[src/hw/scv_pkg.sv]
package scv_pkg;
  // ----------------------------------------
  // Timing
  // ----------------------------------------
  localparam int unsigned CLK_HZ = 10_000_000;
  localparam int unsigned MEAS_MS = 35;
  localparam int unsigned MEAS_CYC = CLK_HZ / 1000 * MEAS_MS;
  localparam int unsigned WIN_MS = 100;
  localparam logic [1:0] WIN_MEAS = 2'((WIN_MS + MEAS_MS - 1) / MEAS_MS);
  localparam int unsigned LIM0_MS = 350;
  localparam int unsigned LIM1_MS = 560;
  localparam int unsigned LIM2_MS = 770;
  localparam int unsigned LIM3_MS = 980;
  localparam logic [4:0] LIM0_MEAS = 5'(LIM0_MS / MEAS_MS);
  localparam logic [4:0] LIM1_MEAS = 5'(LIM1_MS / MEAS_MS);
  localparam logic [4:0] LIM2_MEAS = 5'(LIM2_MS / MEAS_MS);
  localparam logic [4:0] LIM3_MEAS = 5'(LIM3_MS / MEAS_MS);

  // ----------------------------------------
  // Register indexes, byte address is index times four
  // ----------------------------------------
  localparam int unsigned ADDR_W = 10;
  localparam logic [7:0] IDX_LID4 = 8'h3d;
  localparam logic [7:0] IDX_SPEED = 8'h3e;
  localparam logic [7:0] IDX_RECAL = 8'h3f;
  localparam logic [7:0] IDX_IRQ_STAT = 8'h50;
  localparam logic [7:0] IDX_IRQ_MASK = 8'h51;
  localparam logic [7:0] IDX_LID_STAT = 8'h52;
  localparam logic [7:0] IDX_RPT_RATE = 8'h53;

  // ----------------------------------------
  // Reset values
  // ----------------------------------------
  localparam logic [7:0] SPEED_RST = 8'hc5;
  localparam logic [7:0] RECAL_RST = 8'h00;
  localparam logic [7:0] LID4_RST = 8'h0a;
  localparam logic [3:0] MASK_RST = 4'h0;
  localparam logic [7:0] RPT_RATE_RST = 8'h03;

  // ----------------------------------------
  // Interrupt status bits and bus answers
  // ----------------------------------------
  localparam int unsigned IRQ_EXTRA = 0;
  localparam int unsigned IRQ_RPT = 1;
  localparam int unsigned IRQ_LID = 2;
  localparam int unsigned IRQ_RECAL = 3;
  localparam logic [1:0] RESP_OKAY = 2'h0;
  localparam logic [1:0] RESP_SLVERR = 2'h2;

  // ----------------------------------------
  // Types
  // ----------------------------------------
  typedef struct packed {
    logic accel_extra_irq_enable;
    logic [2:0] max_extra_irq;
    logic [1:0] slide_time_limit;
    logic [1:0] repeat_speedup_scale;
  } scv_speed_cfg_s;

  typedef struct packed {
    logic [3:0] unused;
    logic [1:0] lid_frac_sensor_fourteen;
    logic [1:0] lid_frac_sensor_thirteen;
  } scv_lid_cfg_s;

  typedef struct packed {
    logic valid;
    logic [3:0] sensor;
    logic [7:0] delta;
    logic [6:0] thr;
  } scv_meas_s;

  typedef struct packed {
    logic step;
    logic hold;
    logic done;
  } scv_slide_s;

  typedef enum logic [1:0] {SL_IDLE, SL_RUN, SL_EMIT} scv_slide_e;
endpackage : scv_pkg

[src/hw/scv_tick.sv]
`timescale 1ns/10ps
`default_nettype none
module scv_tick #(
  parameter int unsigned DIV = 4
) (
  // Clock and reset
  input wire logic i_sys_clk,
  input wire logic i_rst,
  // Enable pulse
  output logic o_tick
);
  localparam int unsigned CW = (DIV > 1) ? $clog2(DIV) : 1;
  logic [CW-1:0] cnt_r;
  logic [CW-1:0] cnt_nxt;
  logic tick_nxt;

  always_comb begin
    tick_nxt = (cnt_r == CW'(DIV - 1));
    cnt_nxt = tick_nxt ? '0 : cnt_r + 1'b1;
  end

  always_ff @(posedge i_sys_clk or posedge i_rst) begin
    if (i_rst) begin
      cnt_r <= '0;
      o_tick <= 1'b0;
    end else begin
      cnt_r <= cnt_nxt;
      o_tick <= tick_nxt;
    end
  end
endmodule : scv_tick
`default_nettype wire

[src/hw/scv_recal_bit.sv]
`timescale 1ns/10ps
`default_nettype none
module scv_recal_bit (
  // Clock and reset
  input wire logic i_sys_clk,
  input wire logic i_rst,
  // Request and completion
  input wire logic i_set,
  input wire logic i_done,
  output logic o_busy
);
  logic busy_nxt;

  // Software set wins over completion, writing zero does nothing
  always_comb begin
    busy_nxt = o_busy;
    if (i_done) begin
      busy_nxt = 1'b0;
    end
    if (i_set) begin
      busy_nxt = 1'b1;
    end
  end

  always_ff @(posedge i_sys_clk or posedge i_rst) begin
    if (i_rst) begin
      o_busy <= 1'b0;
    end else begin
      o_busy <= busy_nxt;
    end
  end
endmodule : scv_recal_bit
`default_nettype wire

[src/hw/scv_slider_ctrl.sv]
`timescale 1ns/10ps
`default_nettype none
module scv_slider_ctrl #(
  parameter int unsigned MEAS_CYCLES = scv_pkg::MEAS_CYC
) (
  // Clock and reset
  input wire logic i_sys_clk,
  input wire logic i_rst,
  // AXI4-Lite write
  input wire logic i_awvalid,
  output logic o_awready,
  input wire logic [scv_pkg::ADDR_W-1:0] i_awaddr,
  input wire logic i_wvalid,
  output logic o_wready,
  input wire logic [31:0] i_wdata,
  input wire logic [3:0] i_wstrb,
  output logic o_bvalid,
  input wire logic i_bready,
  output logic [1:0] o_bresp,
  // AXI4-Lite read
  input wire logic i_arvalid,
  output logic o_arready,
  input wire logic [scv_pkg::ADDR_W-1:0] i_araddr,
  output logic o_rvalid,
  input wire logic i_rready,
  output logic [31:0] o_rdata,
  output logic [1:0] o_rresp,
  // Measurement front end
  input wire scv_pkg::scv_meas_s i_meas,
  input wire scv_pkg::scv_slide_s i_slide,
  input wire logic [7:0] i_recal_done,
  output logic [7:0] o_recal_req,
  output logic [7:0] o_repeat_cycles,
  output logic o_slide_irq,
  // Interrupt
  output logic o_irq
);
  // ----------------------------------------
  // Declarations
  // ----------------------------------------
  logic aw_v_r, aw_v_nxt, w_v_r, w_v_nxt, w_s_r, w_s_nxt;
  logic [7:0] aw_i_r, aw_i_nxt, w_d_r, w_d_nxt;
  logic b_v_nxt, r_v_nxt;
  logic [1:0] b_resp_nxt, r_resp_nxt;
  logic [7:0] r_d_r, r_d_nxt;
  logic wr_en, wr_ok;
  logic [7:0] ar_idx;
  scv_pkg::scv_speed_cfg_s speed_r, speed_nxt;
  scv_pkg::scv_lid_cfg_s lid4_r, lid4_nxt;
  logic [3:0] mask_r, mask_nxt, irq_st_r, irq_st_nxt, ev;
  logic [7:0] rpt_r, rpt_nxt, recal_set;
  logic [1:0] lid_st_r, lid_st_nxt, lid_hit;
  logic [7:0] lid_thr;
  logic tick;
  scv_pkg::scv_slide_e st_r, st_nxt;
  logic [4:0] t_r, t_nxt, lim;
  logic [2:0] left_r, left_nxt;
  logic [1:0] win_r, win_nxt;
  logic [2:0] cnt_r, cnt_nxt, spd_r, spd_nxt;
  logic [7:0] iv_nxt, rc_r, rc_nxt;
  logic extra_ev, rpt_ev, recal_fin;

  function automatic logic mapped(input logic [7:0] idx);
    case (idx)
      scv_pkg::IDX_LID4, scv_pkg::IDX_SPEED, scv_pkg::IDX_RECAL, scv_pkg::IDX_IRQ_STAT,
      scv_pkg::IDX_IRQ_MASK, scv_pkg::IDX_LID_STAT, scv_pkg::IDX_RPT_RATE: return 1'b1;
      default: return 1'b0;
    endcase
  endfunction : mapped

  // ----------------------------------------
  // AXI4-Lite slave
  // ----------------------------------------
  assign o_awready = ~aw_v_r;
  assign o_wready = ~w_v_r;
  assign o_arready = ~o_rvalid;
  assign wr_en = aw_v_r & w_v_r & ~o_bvalid;
  assign wr_ok = wr_en & w_s_r & mapped(aw_i_r);
  assign ar_idx = i_araddr[9:2];
  assign o_rdata = {24'h000000, r_d_r};

  always_comb begin
    aw_v_nxt = aw_v_r;
    aw_i_nxt = aw_i_r;
    w_v_nxt = w_v_r;
    w_d_nxt = w_d_r;
    w_s_nxt = w_s_r;
    b_v_nxt = o_bvalid;
    b_resp_nxt = o_bresp;
    r_v_nxt = o_rvalid;
    r_d_nxt = r_d_r;
    r_resp_nxt = o_rresp;
    if (i_awvalid && !aw_v_r) begin
      aw_v_nxt = 1'b1;
      aw_i_nxt = i_awaddr[9:2];
    end
    if (i_wvalid && !w_v_r) begin
      w_v_nxt = 1'b1;
      w_d_nxt = i_wdata[7:0];
      w_s_nxt = i_wstrb[0];
    end
    if (o_bvalid && i_bready) begin
      b_v_nxt = 1'b0;
    end
    if (wr_en) begin
      aw_v_nxt = 1'b0;
      w_v_nxt = 1'b0;
      b_v_nxt = 1'b1;
      b_resp_nxt = mapped(aw_i_r) ? scv_pkg::RESP_OKAY : scv_pkg::RESP_SLVERR;
    end
    if (o_rvalid && i_rready) begin
      r_v_nxt = 1'b0;
    end
    if (i_arvalid && !o_rvalid) begin
      r_v_nxt = 1'b1;
      r_resp_nxt = mapped(ar_idx) ? scv_pkg::RESP_OKAY : scv_pkg::RESP_SLVERR;
      case (ar_idx)
        scv_pkg::IDX_LID4: r_d_nxt = {4'h0, lid4_r[3:0]};
        scv_pkg::IDX_SPEED: r_d_nxt = speed_r;
        scv_pkg::IDX_RECAL: r_d_nxt = o_recal_req;
        scv_pkg::IDX_IRQ_STAT: r_d_nxt = {4'h0, irq_st_r};
        scv_pkg::IDX_IRQ_MASK: r_d_nxt = {4'h0, mask_r};
        scv_pkg::IDX_LID_STAT: r_d_nxt = {6'h00, lid_st_r};
        scv_pkg::IDX_RPT_RATE: r_d_nxt = rpt_r;
        default: r_d_nxt = 8'h00;
      endcase
    end
  end

  always_ff @(posedge i_sys_clk or posedge i_rst) begin
    if (i_rst) begin
      aw_v_r <= 1'b0;
      aw_i_r <= 8'h00;
      w_v_r <= 1'b0;
      w_d_r <= 8'h00;
      w_s_r <= 1'b0;
      o_bvalid <= 1'b0;
      o_bresp <= scv_pkg::RESP_OKAY;
      o_rvalid <= 1'b0;
      r_d_r <= 8'h00;
      o_rresp <= scv_pkg::RESP_OKAY;
    end else begin
      aw_v_r <= aw_v_nxt;
      aw_i_r <= aw_i_nxt;
      w_v_r <= w_v_nxt;
      w_d_r <= w_d_nxt;
      w_s_r <= w_s_nxt;
      o_bvalid <= b_v_nxt;
      o_bresp <= b_resp_nxt;
      o_rvalid <= r_v_nxt;
      r_d_r <= r_d_nxt;
      o_rresp <= r_resp_nxt;
    end
  end

  // ----------------------------------------
  // Registers, lid detection and interrupts
  // ----------------------------------------
  always_comb begin
    unique case (lid4_r.lid_frac_sensor_thirteen)
      2'h0: lid_thr = 8'({1'b0, i_meas.thr} >> 4);
      2'h1: lid_thr = 8'({1'b0, i_meas.thr} >> 3);
      2'h2: lid_thr = 8'({1'b0, i_meas.thr} >> 2);
      2'h3: lid_thr = 8'({1'b0, i_meas.thr} >> 1);
    endcase
    if (i_meas.sensor == 4'he) begin
      unique case (lid4_r.lid_frac_sensor_fourteen)
        2'h0: lid_thr = 8'({1'b0, i_meas.thr} >> 4);
        2'h1: lid_thr = 8'({1'b0, i_meas.thr} >> 3);
        2'h2: lid_thr = 8'({1'b0, i_meas.thr} >> 2);
        2'h3: lid_thr = 8'({1'b0, i_meas.thr} >> 1);
      endcase
    end
  end

  assign lid_hit[0] = i_meas.valid && i_meas.sensor == 4'hd && i_meas.delta > lid_thr;
  assign lid_hit[1] = i_meas.valid && i_meas.sensor == 4'he && i_meas.delta > lid_thr;
  assign recal_fin = |(o_recal_req & i_recal_done & ~recal_set);
  assign ev = {recal_fin, |lid_hit, rpt_ev, extra_ev};
  assign o_irq = |(irq_st_r & mask_r);

  always_comb begin
    speed_nxt = speed_r;
    lid4_nxt = lid4_r;
    mask_nxt = mask_r;
    rpt_nxt = rpt_r;
    irq_st_nxt = irq_st_r;
    lid_st_nxt = lid_st_r;
    if (wr_ok) begin
      case (aw_i_r)
        scv_pkg::IDX_LID4: lid4_nxt = {4'h0, w_d_r[3:0]};
        scv_pkg::IDX_SPEED: speed_nxt = w_d_r;
        scv_pkg::IDX_IRQ_STAT: irq_st_nxt = irq_st_r & ~w_d_r[3:0];
        scv_pkg::IDX_IRQ_MASK: mask_nxt = w_d_r[3:0];
        scv_pkg::IDX_LID_STAT: lid_st_nxt = lid_st_r & ~w_d_r[1:0];
        scv_pkg::IDX_RPT_RATE: rpt_nxt = w_d_r;
        default: rpt_nxt = rpt_r;
      endcase
    end
    irq_st_nxt = irq_st_nxt | ev;
    lid_st_nxt = lid_st_nxt | lid_hit;
  end

  always_ff @(posedge i_sys_clk or posedge i_rst) begin
    if (i_rst) begin
      speed_r <= scv_pkg::SPEED_RST;
      lid4_r <= scv_pkg::LID4_RST;
      mask_r <= scv_pkg::MASK_RST;
      rpt_r <= scv_pkg::RPT_RATE_RST;
      irq_st_r <= 4'h0;
      lid_st_r <= 2'h0;
    end else begin
      speed_r <= speed_nxt;
      lid4_r <= lid4_nxt;
      mask_r <= mask_nxt;
      rpt_r <= rpt_nxt;
      irq_st_r <= irq_st_nxt;
      lid_st_r <= lid_st_nxt;
    end
  end

  // ----------------------------------------
  // Forced recalibration, bit 7 group, bits 6-0 sensors 7-1
  // ----------------------------------------
  for (genvar g = 0; g < 8; g++) begin : g_recal
    assign recal_set[g] = wr_ok && aw_i_r == scv_pkg::IDX_RECAL && w_d_r[g];
    scv_recal_bit u_bit (
      .i_sys_clk(i_sys_clk),
      .i_rst(i_rst),
      .i_set(recal_set[g]),
      .i_done(i_recal_done[g]),
      .o_busy(o_recal_req[g])
    );
  end

  // ----------------------------------------
  // Measurement cycle and slide acceleration
  // ----------------------------------------
  scv_tick #(.DIV(MEAS_CYCLES)) u_tick (
    .i_sys_clk(i_sys_clk),
    .i_rst(i_rst),
    .o_tick(tick)
  );

  always_comb begin
    unique case (speed_r.slide_time_limit)
      2'h0: lim = scv_pkg::LIM0_MEAS;
      2'h1: lim = scv_pkg::LIM1_MEAS;
      2'h2: lim = scv_pkg::LIM2_MEAS;
      2'h3: lim = scv_pkg::LIM3_MEAS;
    endcase
  end

  always_comb begin
    st_nxt = st_r;
    t_nxt = t_r;
    left_nxt = left_r;
    extra_ev = 1'b0;
    unique case (st_r)
      scv_pkg::SL_IDLE: begin
        if (i_slide.step) begin
          st_nxt = scv_pkg::SL_RUN;
          t_nxt = 5'h00;
        end
      end
      scv_pkg::SL_RUN: begin
        if (tick && t_r != 5'h1f) begin
          t_nxt = t_r + 5'h01;
        end
        if (i_slide.done) begin
          if (6'({t_r, 1'b0}) < 6'(lim)) begin
            left_nxt = speed_r.max_extra_irq;
          end else if (7'({t_r, 2'b00}) < 7'(lim) * 7'h03) begin
            left_nxt = speed_r.max_extra_irq >> 1;
          end else if (t_r <= lim) begin
            left_nxt = {2'h0, speed_r.max_extra_irq[2]};
          end else begin
            left_nxt = 3'h0;
          end
          if (speed_r.accel_extra_irq_enable && left_nxt != 3'h0) begin
            st_nxt = scv_pkg::SL_EMIT;
          end else begin
            st_nxt = scv_pkg::SL_IDLE;
          end
        end
      end
      scv_pkg::SL_EMIT: begin
        if (tick) begin
          extra_ev = 1'b1;
          left_nxt = left_r - 3'h1;
          if (left_r == 3'h1) begin
            st_nxt = scv_pkg::SL_IDLE;
          end
        end
      end
      default: st_nxt = scv_pkg::SL_IDLE;
    endcase
  end

  // ----------------------------------------
  // Slide speed and repeat interval
  // ----------------------------------------
  always_comb begin
    win_nxt = win_r;
    cnt_nxt = (i_slide.step && cnt_r != 3'h7) ? cnt_r + 3'h1 : cnt_r;
    spd_nxt = spd_r;
    if (tick) begin
      win_nxt = win_r + 2'h1;
      if (win_r == scv_pkg::WIN_MEAS - 2'h1) begin
        win_nxt = 2'h0;
        spd_nxt = cnt_nxt;
        cnt_nxt = 3'h0;
      end
    end
    iv_nxt = 8'h01;
    unique case (spd_r)
      3'h4: iv_nxt = (speed_r.repeat_speedup_scale == 2'h3) ? 8'h02 : 8'h01;
      3'h3: iv_nxt = speed_r.repeat_speedup_scale[1] ? 8'(speed_r.repeat_speedup_scale) : 8'h01;
      3'h2: iv_nxt = 8'(speed_r.repeat_speedup_scale) + 8'h01;
      3'h1, 3'h0: iv_nxt = rpt_r;
      default: iv_nxt = 8'h01;
    endcase
    if (spd_r > 3'h1 && speed_r.repeat_speedup_scale != 2'h3 && rpt_r < iv_nxt) begin
      iv_nxt = rpt_r;
    end
    rc_nxt = rc_r;
    rpt_ev = 1'b0;
    if (!i_slide.hold) begin
      rc_nxt = 8'h00;
    end else if (tick) begin
      rc_nxt = rc_r + 8'h01;
      if (rc_r + 8'h01 >= o_repeat_cycles) begin
        rpt_ev = 1'b1;
        rc_nxt = 8'h00;
      end
    end
  end

  always_ff @(posedge i_sys_clk or posedge i_rst) begin
    if (i_rst) begin
      st_r <= scv_pkg::SL_IDLE;
      t_r <= 5'h00;
      left_r <= 3'h0;
      win_r <= 2'h0;
      cnt_r <= 3'h0;
      spd_r <= 3'h0;
      o_repeat_cycles <= scv_pkg::RPT_RATE_RST;
      rc_r <= 8'h00;
      o_slide_irq <= 1'b0;
    end else begin
      st_r <= st_nxt;
      t_r <= t_nxt;
      left_r <= left_nxt;
      win_r <= win_nxt;
      cnt_r <= cnt_nxt;
      spd_r <= spd_nxt;
      o_repeat_cycles <= iv_nxt;
      rc_r <= rc_nxt;
      o_slide_irq <= extra_ev | rpt_ev;
    end
  end
endmodule : scv_slider_ctrl
`default_nettype wire

[config.mk]
export PLATFORM = sky130hd
export DESIGN_NAME = scv_slider_ctrl
export DESIGN_NICKNAME = d
export VERILOG_FILES = /design/src/hw/scv_pkg.sv /design/src/hw/scv_tick.sv /design/src/hw/scv_recal_bit.sv /design/src/hw/scv_slider_ctrl.sv
export SDC_FILE = /design/constraint.sdc
export NUM_CORES = 1
export LEC_CHECK = 0
export CORE_MARGIN = 3
export CORE_UTILIZATION = 55
export DETAILED_ROUTE_END_ITERATION = 16
export DONT_BUFFER_PORTS = 1
export GPL_ROUTABILITY_DRIVEN = 0
export HOLD_SLACK_MARGIN = 0.03
export PLACE_DENSITY = 0.81
export SLEW_MARGIN = 5
export SYNTH_ARGS = -nofsm -noshare
export SYNTH_HDL_FRONTEND = slang
export SYNTH_SLANG_ARGS = --single-unit
[constraint.sdc]
create_clock -name i_sys_clk -period 4 [get_ports i_sys_clk]
set_input_delay 0.2 -clock i_sys_clk [delete_from_list [all_inputs] [get_ports i_sys_clk]]
set_output_delay 0.2 -clock i_sys_clk [all_outputs]
set_load 0.005 [all_outputs]
After elaboration in Yosys (flattened, before gate mapping). Index checks and enable logic that the tools add are counted.

Input bits: 94. Word-level logic and storage cells: 250. Output and inout port bits: 59. Register bits: 126.

Reductions and logical operators: 60. Equality and inequality tests: 44. $mul: 1. Bitwise gates (word level): 19. Magnitude comparators: 7. Mux-type cells: 73. Add/sub/neg operators: 7.

Operator list (count): $pmux W8 S4 (3); $eq A8 B7 Y1 const B (8); $pmux W8 S7 (1); $eq A8 B6 Y1 const B (6); $mux W8 (5); $mux W1 (34); $reduce_bool A2 Y1 (14); $mux W2 (13); $mux W3 (8); $logic_and A1 B1 Y1 (23); $pmux W5 S4 (1); $add A19 B1 Y19 const B (1); $eq A19 B19 Y1 const B (1); $mux W19 (1); $eq A2 B2 Y1 const B (9); $and A8 B8 Y8 (2); $reduce_or A7 Y1 (2); $mux W5 (2); $ne A2 B2 Y1 const B (5); $pmux W5 S2 (1); $reduce_and A2 Y1 (5); $add A8 B1 Y8 const B (1); $and A4 B4 Y4 (2); $eq A2 B1 Y1 const B (4); other kinds (41) (59).

Longest topological paths before layout. Gate-level depths: netlist of the first run.

Depth in word-level cells: 13. Mapped depth: 12. Depth with buffers taken out: 11.

Hierarchy. From an unflattened synthesis of the first run, not the netlist that was laid out.

Cell total of the unflattened synthesis: 749. Area total of the unflattened synthesis: 7382.1 µm².

Modules (own cells, without submodules): scv_slider_ctrl (times used 1, cells an instance 621, area an instance 6082.1 µm², seq. area each 2414.8 µm²); scv_tick (times used 1, cells an instance 96, area an instance 979.7 µm², seq. area each 500.5 µm²); scv_recal_bit (times used 8, cells an instance 4, area an instance 40.0 µm², seq. area each 25.0 µm²).

Worst setup path before layout of the first run. No wires, ideal clock.

Path kind: register -> register. Start: register speed_r[0] (netlist bit). End: register o_repeat_cycles[1]. Stages on the path, launching flop included: 10. Arrival: 2350 ps. Clock period less this slack: 2425 ps. Data required time: 3925 ps. Setup slack: 1575 ps. Cell sequence: dfstp_2 -> ha_1 -> nand2b_1 -> mux2_2 -> or2_2 -> ha_1 -> nor4_1 -> nand4b_1 -> a31oi_1 -> mux2i_1.

Cells in the longest elaborated chain, start to end: 6. Elaborated cells between the ends (all ways): 10.

Ends and longest elaborated chain: start: declaration (RTL line scv_slider_ctrl.sv:48) `scv_pkg::scv_speed_cfg_s speed_r, speed_nxt;`; start signal: assignment (RTL line scv_slider_ctrl.sv:206) `speed_r <= scv_pkg::SPEED_RST;`; start signal: assignment (RTL line scv_slider_ctrl.sv:213) `speed_r <= speed_nxt;`; $eq A2 B2 Y1 (RTL line scv_slider_ctrl.sv:317) `3'h4: iv_nxt = (speed_r.repeat_speedup_scale == 2'h3) ? 8'h02 : 8'h01;`; $mux W2 (RTL line scv_slider_ctrl.sv:317); $pmux W8 S4 (RTL line scv_slider_ctrl.sv:316) `unique case (spd_r)`; $lt A8 B8 Y1 (RTL line scv_slider_ctrl.sv:323) `if (spd_r > 3'h1 && speed_r.repeat_speedup_scale != 2'h3 && rpt_r < iv_nxt) begin`; $logic_and A1 B1 Y1 (RTL line scv_slider_ctrl.sv:323); $mux W8 * (RTL line scv_slider_ctrl.sv:323); via iv_nxt[1] (RTL line scv_slider_ctrl.sv:60) `logic [7:0] iv_nxt, rc_r, rc_nxt;`; end signal: assignment (RTL line scv_slider_ctrl.sv:347) `o_repeat_cycles <= scv_pkg::RPT_RATE_RST;`; end signal: assignment (RTL line scv_slider_ctrl.sv:357) `o_repeat_cycles <= iv_nxt;`; end: declaration (RTL line scv_slider_ctrl.sv:33) `output logic [7:0] o_repeat_cycles,`.

Mark *: on every way through the listed nets, which the timed path passes. The rest lies on a longest branch. A chain may end at the register's enable or synchronous reset.

Worst setup path after layout of the first run. Ends and elaborated chain as after synthesis.

==> impl_metrics.py, run 1 <==
metrics = {
    "outcome": {
        "outcome": "finished clean",
    },
    "finish": {
        "final_cell_mix": "114 x dfrtp_1, 77 x nand2_1, 46 x nor2_1",
        "area_growth_pct": 11.88,
        "drive_above_1_share_pct": 14.03,
        "fin_area_mm2": 0.008223,
        "nFillCells": 990,
        "multi_input_area_mm2": 0.003776,
        "fin_nets": 906,
        "final_core_util_pct": 64.12,
        "stdcell_count": 957,
        "final_common_cell": "dfrtp_1",
        "final-seq-area_mm2": 0.003115,
    },
    "cts": {
        "cts_resized": 0,
        "cts_buffers": 17,
        "clkSinkCount": 124,
        "clockRootBuffer": "clkbuf_16",
        "htreeDepth": 4,
        "path_clk_slew_ns": 0.06,
        "clk_path_buf_depth": 2,
        "cts_hold_buf": 34,
        "post-cts-setup-buffers": 0,
        "tritoncts": "yes",
        "clk_latency_ns": 0.42,
    },
    "synthesis": {
        "async_reset_ff_share_pct": 100.0,
        "synth_cell_types": 71,
        "synthFlopType": "dfrtp_1",
        "postSynthAreaPerCell_um2": 9.839,
        "ys_seq_elements": 124,
        "synth-seq-area-share_pct": 42.39,
        "syn_inst": 747,
        "synthesis.area_mm2": 0.007350,
        "synth_edf_count": 0,
        "ys_warn_count": 0,
    },
    "pwr": {
        "power.switching_w": 0.001153,
        "switching_share_pct": 30.55,
        "p_per_area_mw_per_mm2": 459.2,
        "combinationalPowerShare_pct": 16.8,
        "p_clk_share_pct": 38.3,
        "power_leakage_nw": 3.587,
        "internal_power_w": 0.002622,
        "ir_worst_vdd_uv": 521.4,
        "pwr-share-seq_pct": 44.9,
    },
    "placement": {
        "port_buffers": 0,
        "place_area_mm2": 0.007320,
        "dp_hpwl_um": 13390,
        "place_inst": 890,
    },
    "worst_hold_path": {
        "whs_path_depth": 2,
        "hold_path.class": "input pin to flop",
        "hold_start": "i_slide[2]",
        "worstHoldEndpoint": "st_r[0]$_DFFE_PP0P_",
    },
    "sta": {
        "worst_pin_slew_ns": 0.9714,
        "rsz0062_at_grt": "false",
        "finalCriticalPeriod_ns": 2.831,
        "skew_ns": 0.007610,
        "slew-limit-headroom_pct": 34.33,
        "final-max-slew-violation-count": 0,
        "hold_violations": 0,
        "setup_violations": 0,
        "hold-worst-slack_ns": 0.03809,
        "max_freq_ghz": 0.3533,
        "setup-tns-final_ns": 0,
        "period_share_pct": 70.76,
    },
    "detailed_routing": {
        "drt_iter0_drc": 447,
        "wl_per_cell_um": 19.31,
        "wl_um": 18480,
        "viasPerCell": 6.125,
        "route.detailed.drc": 0,
        "antenna_left": 0,
        "dr.pass1.iters": 5,
        "dr_total_vias": 5862,
    },
    "floorplanning": {
        "die_h_um": 121.6,
        "fp.dieArea_mm2": 0.01479,
        "rows": 41,
        "ios": 153,
        "fp.coreArea_mm2": 0.01282,
        "start_util_pct": 57.31,
        "die_w_um": 121.6,
    },
    "global_routing": {
        "grt_max_degree": 47,
        "antenna_found_initial": 0,
        "grt_pass1_vias": 5955,
        "overflow": 0,
        "track_usage_pct": 25.70,
        "grt_pass1_wl_um": 29930,
    },
    "worst_setup_path": {
        "cpMaxStageDelayCell": "dfstp_2",
        "path_cells": "ha_1 > nand2b_1 > mux2_2 > or2_2 > ha_1 > nor4_1 > nand4b_1 > a31oi_1 > mux2i_1",
        "crit_buf_inv": 0,
        "required_ns": 4.34,
        "crit_type": "flop to flop",
        "reg2reg_from": "speed_r[0]$_DFFE_PP1P_",
        "cp.depth": 9,
        "max_stage_delay_ns": 0.57,
        "critPathTopFamily": "simple AND/OR/NAND/NOR gates",
        "reg2reg_setup_slack_ns": 1.17,
        "start_kind": "flop",
        "worstPathMaxFanout": 4,
        "worstPathArrival_ns": 3.17,
        "path_common_cell": "ha_1",
        "cp-end-kind": "flop",
        "r2r-end": "o_repeat_cycles[1]$_DFF_PP1_",
        "ff2ff_path_depth": 9,
    },
    "job": {
        "drv_cap": 0,
    },
}
-- synthesized netlist by cell type, drive strengths merged, types with 3 or more instances --
library cell,number,share of area (%)
xor2,15,1.8
a22oi,11,1.1
xnor2,11,1.3
o21a,7,0.72
mux2,48,7.6
nand4b,5,0.60
nor3,8,0.54
clkbuf,19,0.97
a21oi,20,1.4
nor2,48,2.6
ha,41,7.0
o22ai,6,0.51
and2,6,0.51
dfstp,10,3.6
nand2,77,3.9
or2,4,0.34
buf,41,4.3
and4b,3,0.41
nor4,4,0.54
o211ai,3,0.31
a221o,4,0.54
nor2b,12,1.0
dfrtp,114,39
inv,44,2.2
a31oi,5,0.43
nand3b,6,0.61
and3,4,0.34
a211oi,10,1.0
nand2b,5,0.43
nor3b,10,1.0
nand4,14,1.2
o21ai,42,2.9
mux2i,16,2.2
nor4b,3,0.36
a22o,10,1.2
nand3,29,2.0
-- metal layers --
| metal | vias to the layer above | part of all wire (%) | routed length, um | global-route usage, % |
|---|---|---|---|---|
| li1 | 2660 | - | - | - |
| met1 | 2911 | 39 | 7268 | 30.56 |
| met2 | 246 | 51 | 9409 | 44.80 |
| met3 | 45 | 6.8 | 1258 | 6.360 |
| met4 | 0 | 3.0 | 547 | 10.15 |
| met5 | - | 0 | 0 | 0 |
-- stage by stage --
stage | worst slack (ns) | power (W)
after floorplan | 0.5173 | 0.002158
after global placement | 1.414 | 0.002248
after detailed placement | 1.235 | 0.002302
after CTS | 1.206 | 0.003768
after global routing | 0.9389 | 0.003948
final | 1.169 | 0.003776
-- power groups by stage --
stage	sequential (W)	clock, W	combinational [W]
after CTS	0.00168	0.00145	0.000631
after global routing	0.00172	0.00152	0.000714
final	0.00170	0.00145	0.000635
after global placement	0.00169	0	0.000561
after detailed placement	0.00170	0	0.000598
after floorplan	0.00158	0	0.000575
-- state kept, by name, indices dropped and copies added, names as in the netlist, 4 cells and up --
signal,flops
speed_r,8
u_tick.cnt_r,19
lid4_r,4
rpt_r,8
o_repeat_cycles,8
w_d_r,8
rc_r,8
aw_i_r,8
mask_r,4
irq_st_r,4
g_recal.u_bit.o_busy,8
t_r,5
r_d_r,8
-- how the worst max path moves through the flow --
stage / startpoint / endpoint
CTS: speed_r[0]$_DFFE_PP1P_ / o_repeat_cycles[1]$_DFF_PP1_
global placement: speed_r[0]$_DFFE_PP1P_ / o_repeat_cycles[1]$_DFF_PP1_
floorplan: i_rst / aw_i_r[0]$_DFFE_PP0P_
finish: speed_r[0]$_DFFE_PP1P_ / o_repeat_cycles[1]$_DFF_PP1_
detailed placement: speed_r[0]$_DFFE_PP1P_ / o_repeat_cycles[1]$_DFF_PP1_
global route: speed_r[0]$_DFFE_PP1P_ / o_repeat_cycles[1]$_DFF_PP1_
-- worst reg2reg max path, stage by stage (launching register included) --
cell and delay, ns:
dfstp_2 0.57, ha_1 0.24, nand2b_1 0.10, mux2_2 0.29, or2_2 0.28, ha_1 0.18
nor4_1 0.27, nand4b_1 0.19, a31oi_1 0.39, mux2i_1 0.25
-- kinds of logic (layout without fill, tap and decap cells) --
group           Yosys count  after routing  share of synthesized area (%)
compound gates          140            140                          12.65
mux                      64             64                          9.738
fa+ha+maj                41             41                          6.980
simple gates            247            247                          17.59
buf+inv                 104            116                          7.508
flops                   124            124                          42.39
other cells               1             27                        0.05102
xor+xnor                 26             26                          3.098
-- cell type report --
cell class                 instances  share of cell area (%)
inverter                          44                   2.039
tap                              172                   2.617
clock inverter                    14                   1.476
antenna                            1                 0.03043
multi-input combinational        544                   45.92
timing repair buffer              40                   4.687
clock buffer                      18                   5.341
sequential                       124                   37.89
No activity file was read; power rests on OpenSTA's default activity.
==> run 2: changes to the inputs <==
ABC_AREA = 1   (was default)
clock period = 2.7 ns   (was 4 ns; I/O delays follow)
==> run 2 against run 1 <==
Clock skew about the same. Design area increased by 2.2%. Global-route usage is 1.3 points lower. Die area grew 1.2%. Routed wire length fell by 5.5%. Total power up 39%. Critical path depth up 2. Hold slack better by 0.0049 ns. Clock power grew 57%. Combinational power is 22% higher. Sequential share of layout area decreased by 0.81 points. Critical endpoint is now rc_r[5]$_DFFE_PP0P_.
==> impl_metrics.py, run 2 <==
metrics = {
    "pwr": {
        "combinationalPowerShare_pct": 14.8,
        "p_per_area_mw_per_mm2": 626.4,
        "power_leakage_nw": 4.163,
        "switching_share_pct": 29.58,
        "ir_worst_vdd_uv": 732.2,
        "p_clk_share_pct": 43.3,
        "pwr-share-seq_pct": 41.9,
        "internal_power_w": 0.003707,
        "power.switching_w": 0.001557,
    },
    "sta": {
        "setup_violations": 0,
        "finalCriticalPeriod_ns": 2.316,
        "period_share_pct": 85.77,
        "skew_ns": 0.007827,
        "hold_violations": 0,
        "slew-limit-headroom_pct": 58.27,
        "rsz0062_at_grt": "false",
        "max_freq_ghz": 0.4318,
        "setup-tns-final_ns": 0,
        "final-max-slew-violation-count": 0,
        "worst_pin_slew_ns": 0.6244,
    },
    "worst_hold_path": {
        "worstHoldEndpoint": "irq_st_r[3]$_DFF_PP0_",
        "hold_start": "i_recal_done[5]",
        "hold_path.class": "input pin to flop",
        "whs_path_depth": 6,
    },
    "finish": {
        "antenna_cells": 0,
        "nFillCells": 1054,
        "stdcell_count": 1173,
        "area_growth_pct": 12.93,
        "fin_nets": 1123,
        "fin_area_mm2": 0.008403,
        "drive_above_1_share_pct": 7.792,
        "final_common_cell": "nand2_1",
        "largest_reg_flops": 19,
        "max_flop_register": "u_tick.cnt_r",
        "final_cell_mix": "220 x nand2_1, 150 x inv_1, 114 x dfrtp_1",
        "final_core_util_pct": 65.00,
    },
    "synthesis": {
        "postSynthAreaPerCell_um2": 7.816,
        "synthMuxAreaShare_pct": 0.8744,
        "ys_seq_elements": 124,
        "synth_cell_types": 46,
        "synthesis.area_mm2": 0.007441,
        "synth_compound_area_share_pct": 12.38,
        "synth_common_cells": "220 x nand2_1, 151 x inv_1, 114 x dfrtp_1",
        "synth_area_leaders": "dfrtp_1 38%, nand2_1 11%, inv_1 7.6%",
        "yosys.area_share.simple_pct": 23.57,
        "synthFlopType": "dfrtp_1",
        "ys_warn_count": 0,
        "synth_top_family_by_area": "simple AND/OR/NAND/NOR gates",
        "synth-seq-area-share_pct": 41.87,
        "synth_xor_area_share_pct": 2.236,
        "yosysTopAreaCellShare_pct": 38.34,
        "synth_most_common_cell": "nand2_1",
        "syn_inst": 952,
        "async_reset_ff_share_pct": 100.0,
        "synth_edf_count": 0,
        "yosys.area.top_type": "dfrtp_1",
        "synth_fa_ha_area_share_pct": 6.894,
    },
    "worst_setup_path": {
        "reg2reg_setup_slack_ns": 0.38,
        "ff2ff_path_depth": 11,
        "worstPathMaxFanout": 6,
        "r2r-end": "rc_r[5]$_DFFE_PP0P_",
        "reg2reg_from": "rc_r[0]$_DFFE_PP0P_",
        "worstPathArrival_ns": 2.61,
        "start_kind": "flop",
        "cp-end-kind": "flop",
        "crit_type": "flop to flop",
        "required_ns": 3.00,
    },
    "placement": {
        "place_inst": 1107,
        "port_buffers": 0,
        "dp_hpwl_um": 12230,
        "place_area_mm2": 0.007470,
    },
    "cts": {
        "tritoncts": "yes",
        "post-cts-setup-buffers": 0,
        "clk_path_buf_depth": 2,
        "clkSinkCount": 124,
        "path_clk_slew_ns": 0.06,
        "clk_latency_ns": 0.42,
        "cts_buffers": 17,
        "clockRootBuffer": "clkbuf_16",
        "htreeDepth": 4,
    },
    "floorplanning": {
        "fp.coreArea_mm2": 0.01293,
        "fp.dieArea_mm2": 0.01496,
        "die_w_um": 122.3,
        "start_util_pct": 57.56,
        "die_h_um": 122.3,
        "ios": 153,
        "rows": 41,
    },
    "detailed_routing": {
        "dr.pass1.iters": 7,
        "wl_um": 17460,
        "wl_per_cell_um": 14.89,
        "viasPerCell": 5.489,
        "route.detailed.drc": 0,
        "drt_iter0_drc": 434,
        "dr_total_vias": 6439,
        "antenna_left": 0,
    },
    "global_routing": {
        "grt_pass1_wl_um": 28920,
        "track_usage_pct": 24.37,
        "grt_max_degree": 104,
        "antenna_found_initial": 0,
        "overflow": 0,
        "grt_pass1_vias": 6242,
    },
    "outcome": {
        "outcome": "finished clean",
    },
    "job": {
        "drv_cap": 0,
    },
}
## run 2: layout make-up
| cell class | count | area [um^2] | share of cell area (%) |
|---|---|---|---|
| inverters | 154 | 586.8 | 6.983 |
| repair buffers | 37 | 375.4 | 4.467 |
| clock buffers | 19 | 452.9 | 5.390 |
| multi-input cells | 654 | 3517 | 41.86 |
| clock inverters | 13 | 140.1 | 1.668 |
| flip-flops and latches | 124 | 3115 | 37.08 |
| well taps | 172 | 215.2 | 2.561 |
## run 2: kinds of logic after synthesis
kind of cell / Yosys count
AND/OR/NAND/NOR: 398
buffers and inverters: 199
AO/OA/AOI/OAI: 164
flip-flops: 124
adder cells (fa/ha/maj): 41
XOR/XNOR: 19
multiplexers: 6
other: 1
## run 2: how the worst max path moves through the flow
stage                     slack, ns  depth (start not counted)               endpoint                  start
after detailed placement       0.45                         11    rc_r[5]$_DFFE_PP0P_    rc_r[0]$_DFFE_PP0P_
after floorplan                0.61                         13  irq_st_r[2]$_DFF_PP0_  lid4_r[1]$_DFFE_PP1P_
after global placement         0.52                         11    rc_r[4]$_DFFE_PP0P_    rc_r[0]$_DFFE_PP0P_
after global routing           0.12                         11    rc_r[5]$_DFFE_PP0P_    rc_r[0]$_DFFE_PP0P_
final                          0.38                         11    rc_r[5]$_DFFE_PP0P_    rc_r[0]$_DFFE_PP0P_
after CTS                      0.39                         11    rc_r[5]$_DFFE_PP0P_    rc_r[0]$_DFFE_PP0P_
## run 2: per-layer routing
metal / GRT usage, % / part of all wire [%] / up-vias
met3: 6.267 / 8.5 / 22
met1: 32.07 / 43 / 3048
met5: 0 / 0 / -
li1: - / - / 3113
met2: 40.05 / 47 / 256
met4: 6.858 / 1.3 / 0
## run 2: per-stage QoR
step	power (W)	hold WS [ns]	setup WS, ns
floorplan	0.002782	0.2216	0.6069
CTS	0.005269	0.03534	0.3851
detailed placement	0.002951	0.06118	0.4473
finish	0.005263	0.04299	0.3841
global route	0.005510	0.09257	0.1156
global placement	0.002909	0.05370	0.5166
## run 2: power by group through the flow
stage / clock, W / combinational, W / sequential, W
5_1_grt: 0.00239 / 0.000885 / 0.00223
4_1_cts: 0.00230 / 0.000767 / 0.00220
2_1_floorplan: 0 / 0.000587 / 0.00219
3_5_place_dp: 0 / 0.000718 / 0.00223
3_3_place_gp: 0 / 0.000686 / 0.00222
6_report: 0.00228 / 0.000777 / 0.00221
## run 2: critical path: stages (launching register included)
cell	delay [ns]
dfrtp_1	0.40
nand3_1	0.16
nor3_1	0.23
nand2_1	0.10
xor2_1	0.17
ha_1	0.29
nand2_1	0.07
nor2_1	0.15
nand4_1	0.11
o2111ai_1	0.23
buf_4	0.22
o22ai_1	0.07
## run 2: timing repair
action,in CTS,in global routing
hold buffers,34,0
resized for setup,0,0
endpoints found under the setup margin,0,0
endpoints found under the hold margin,64,0
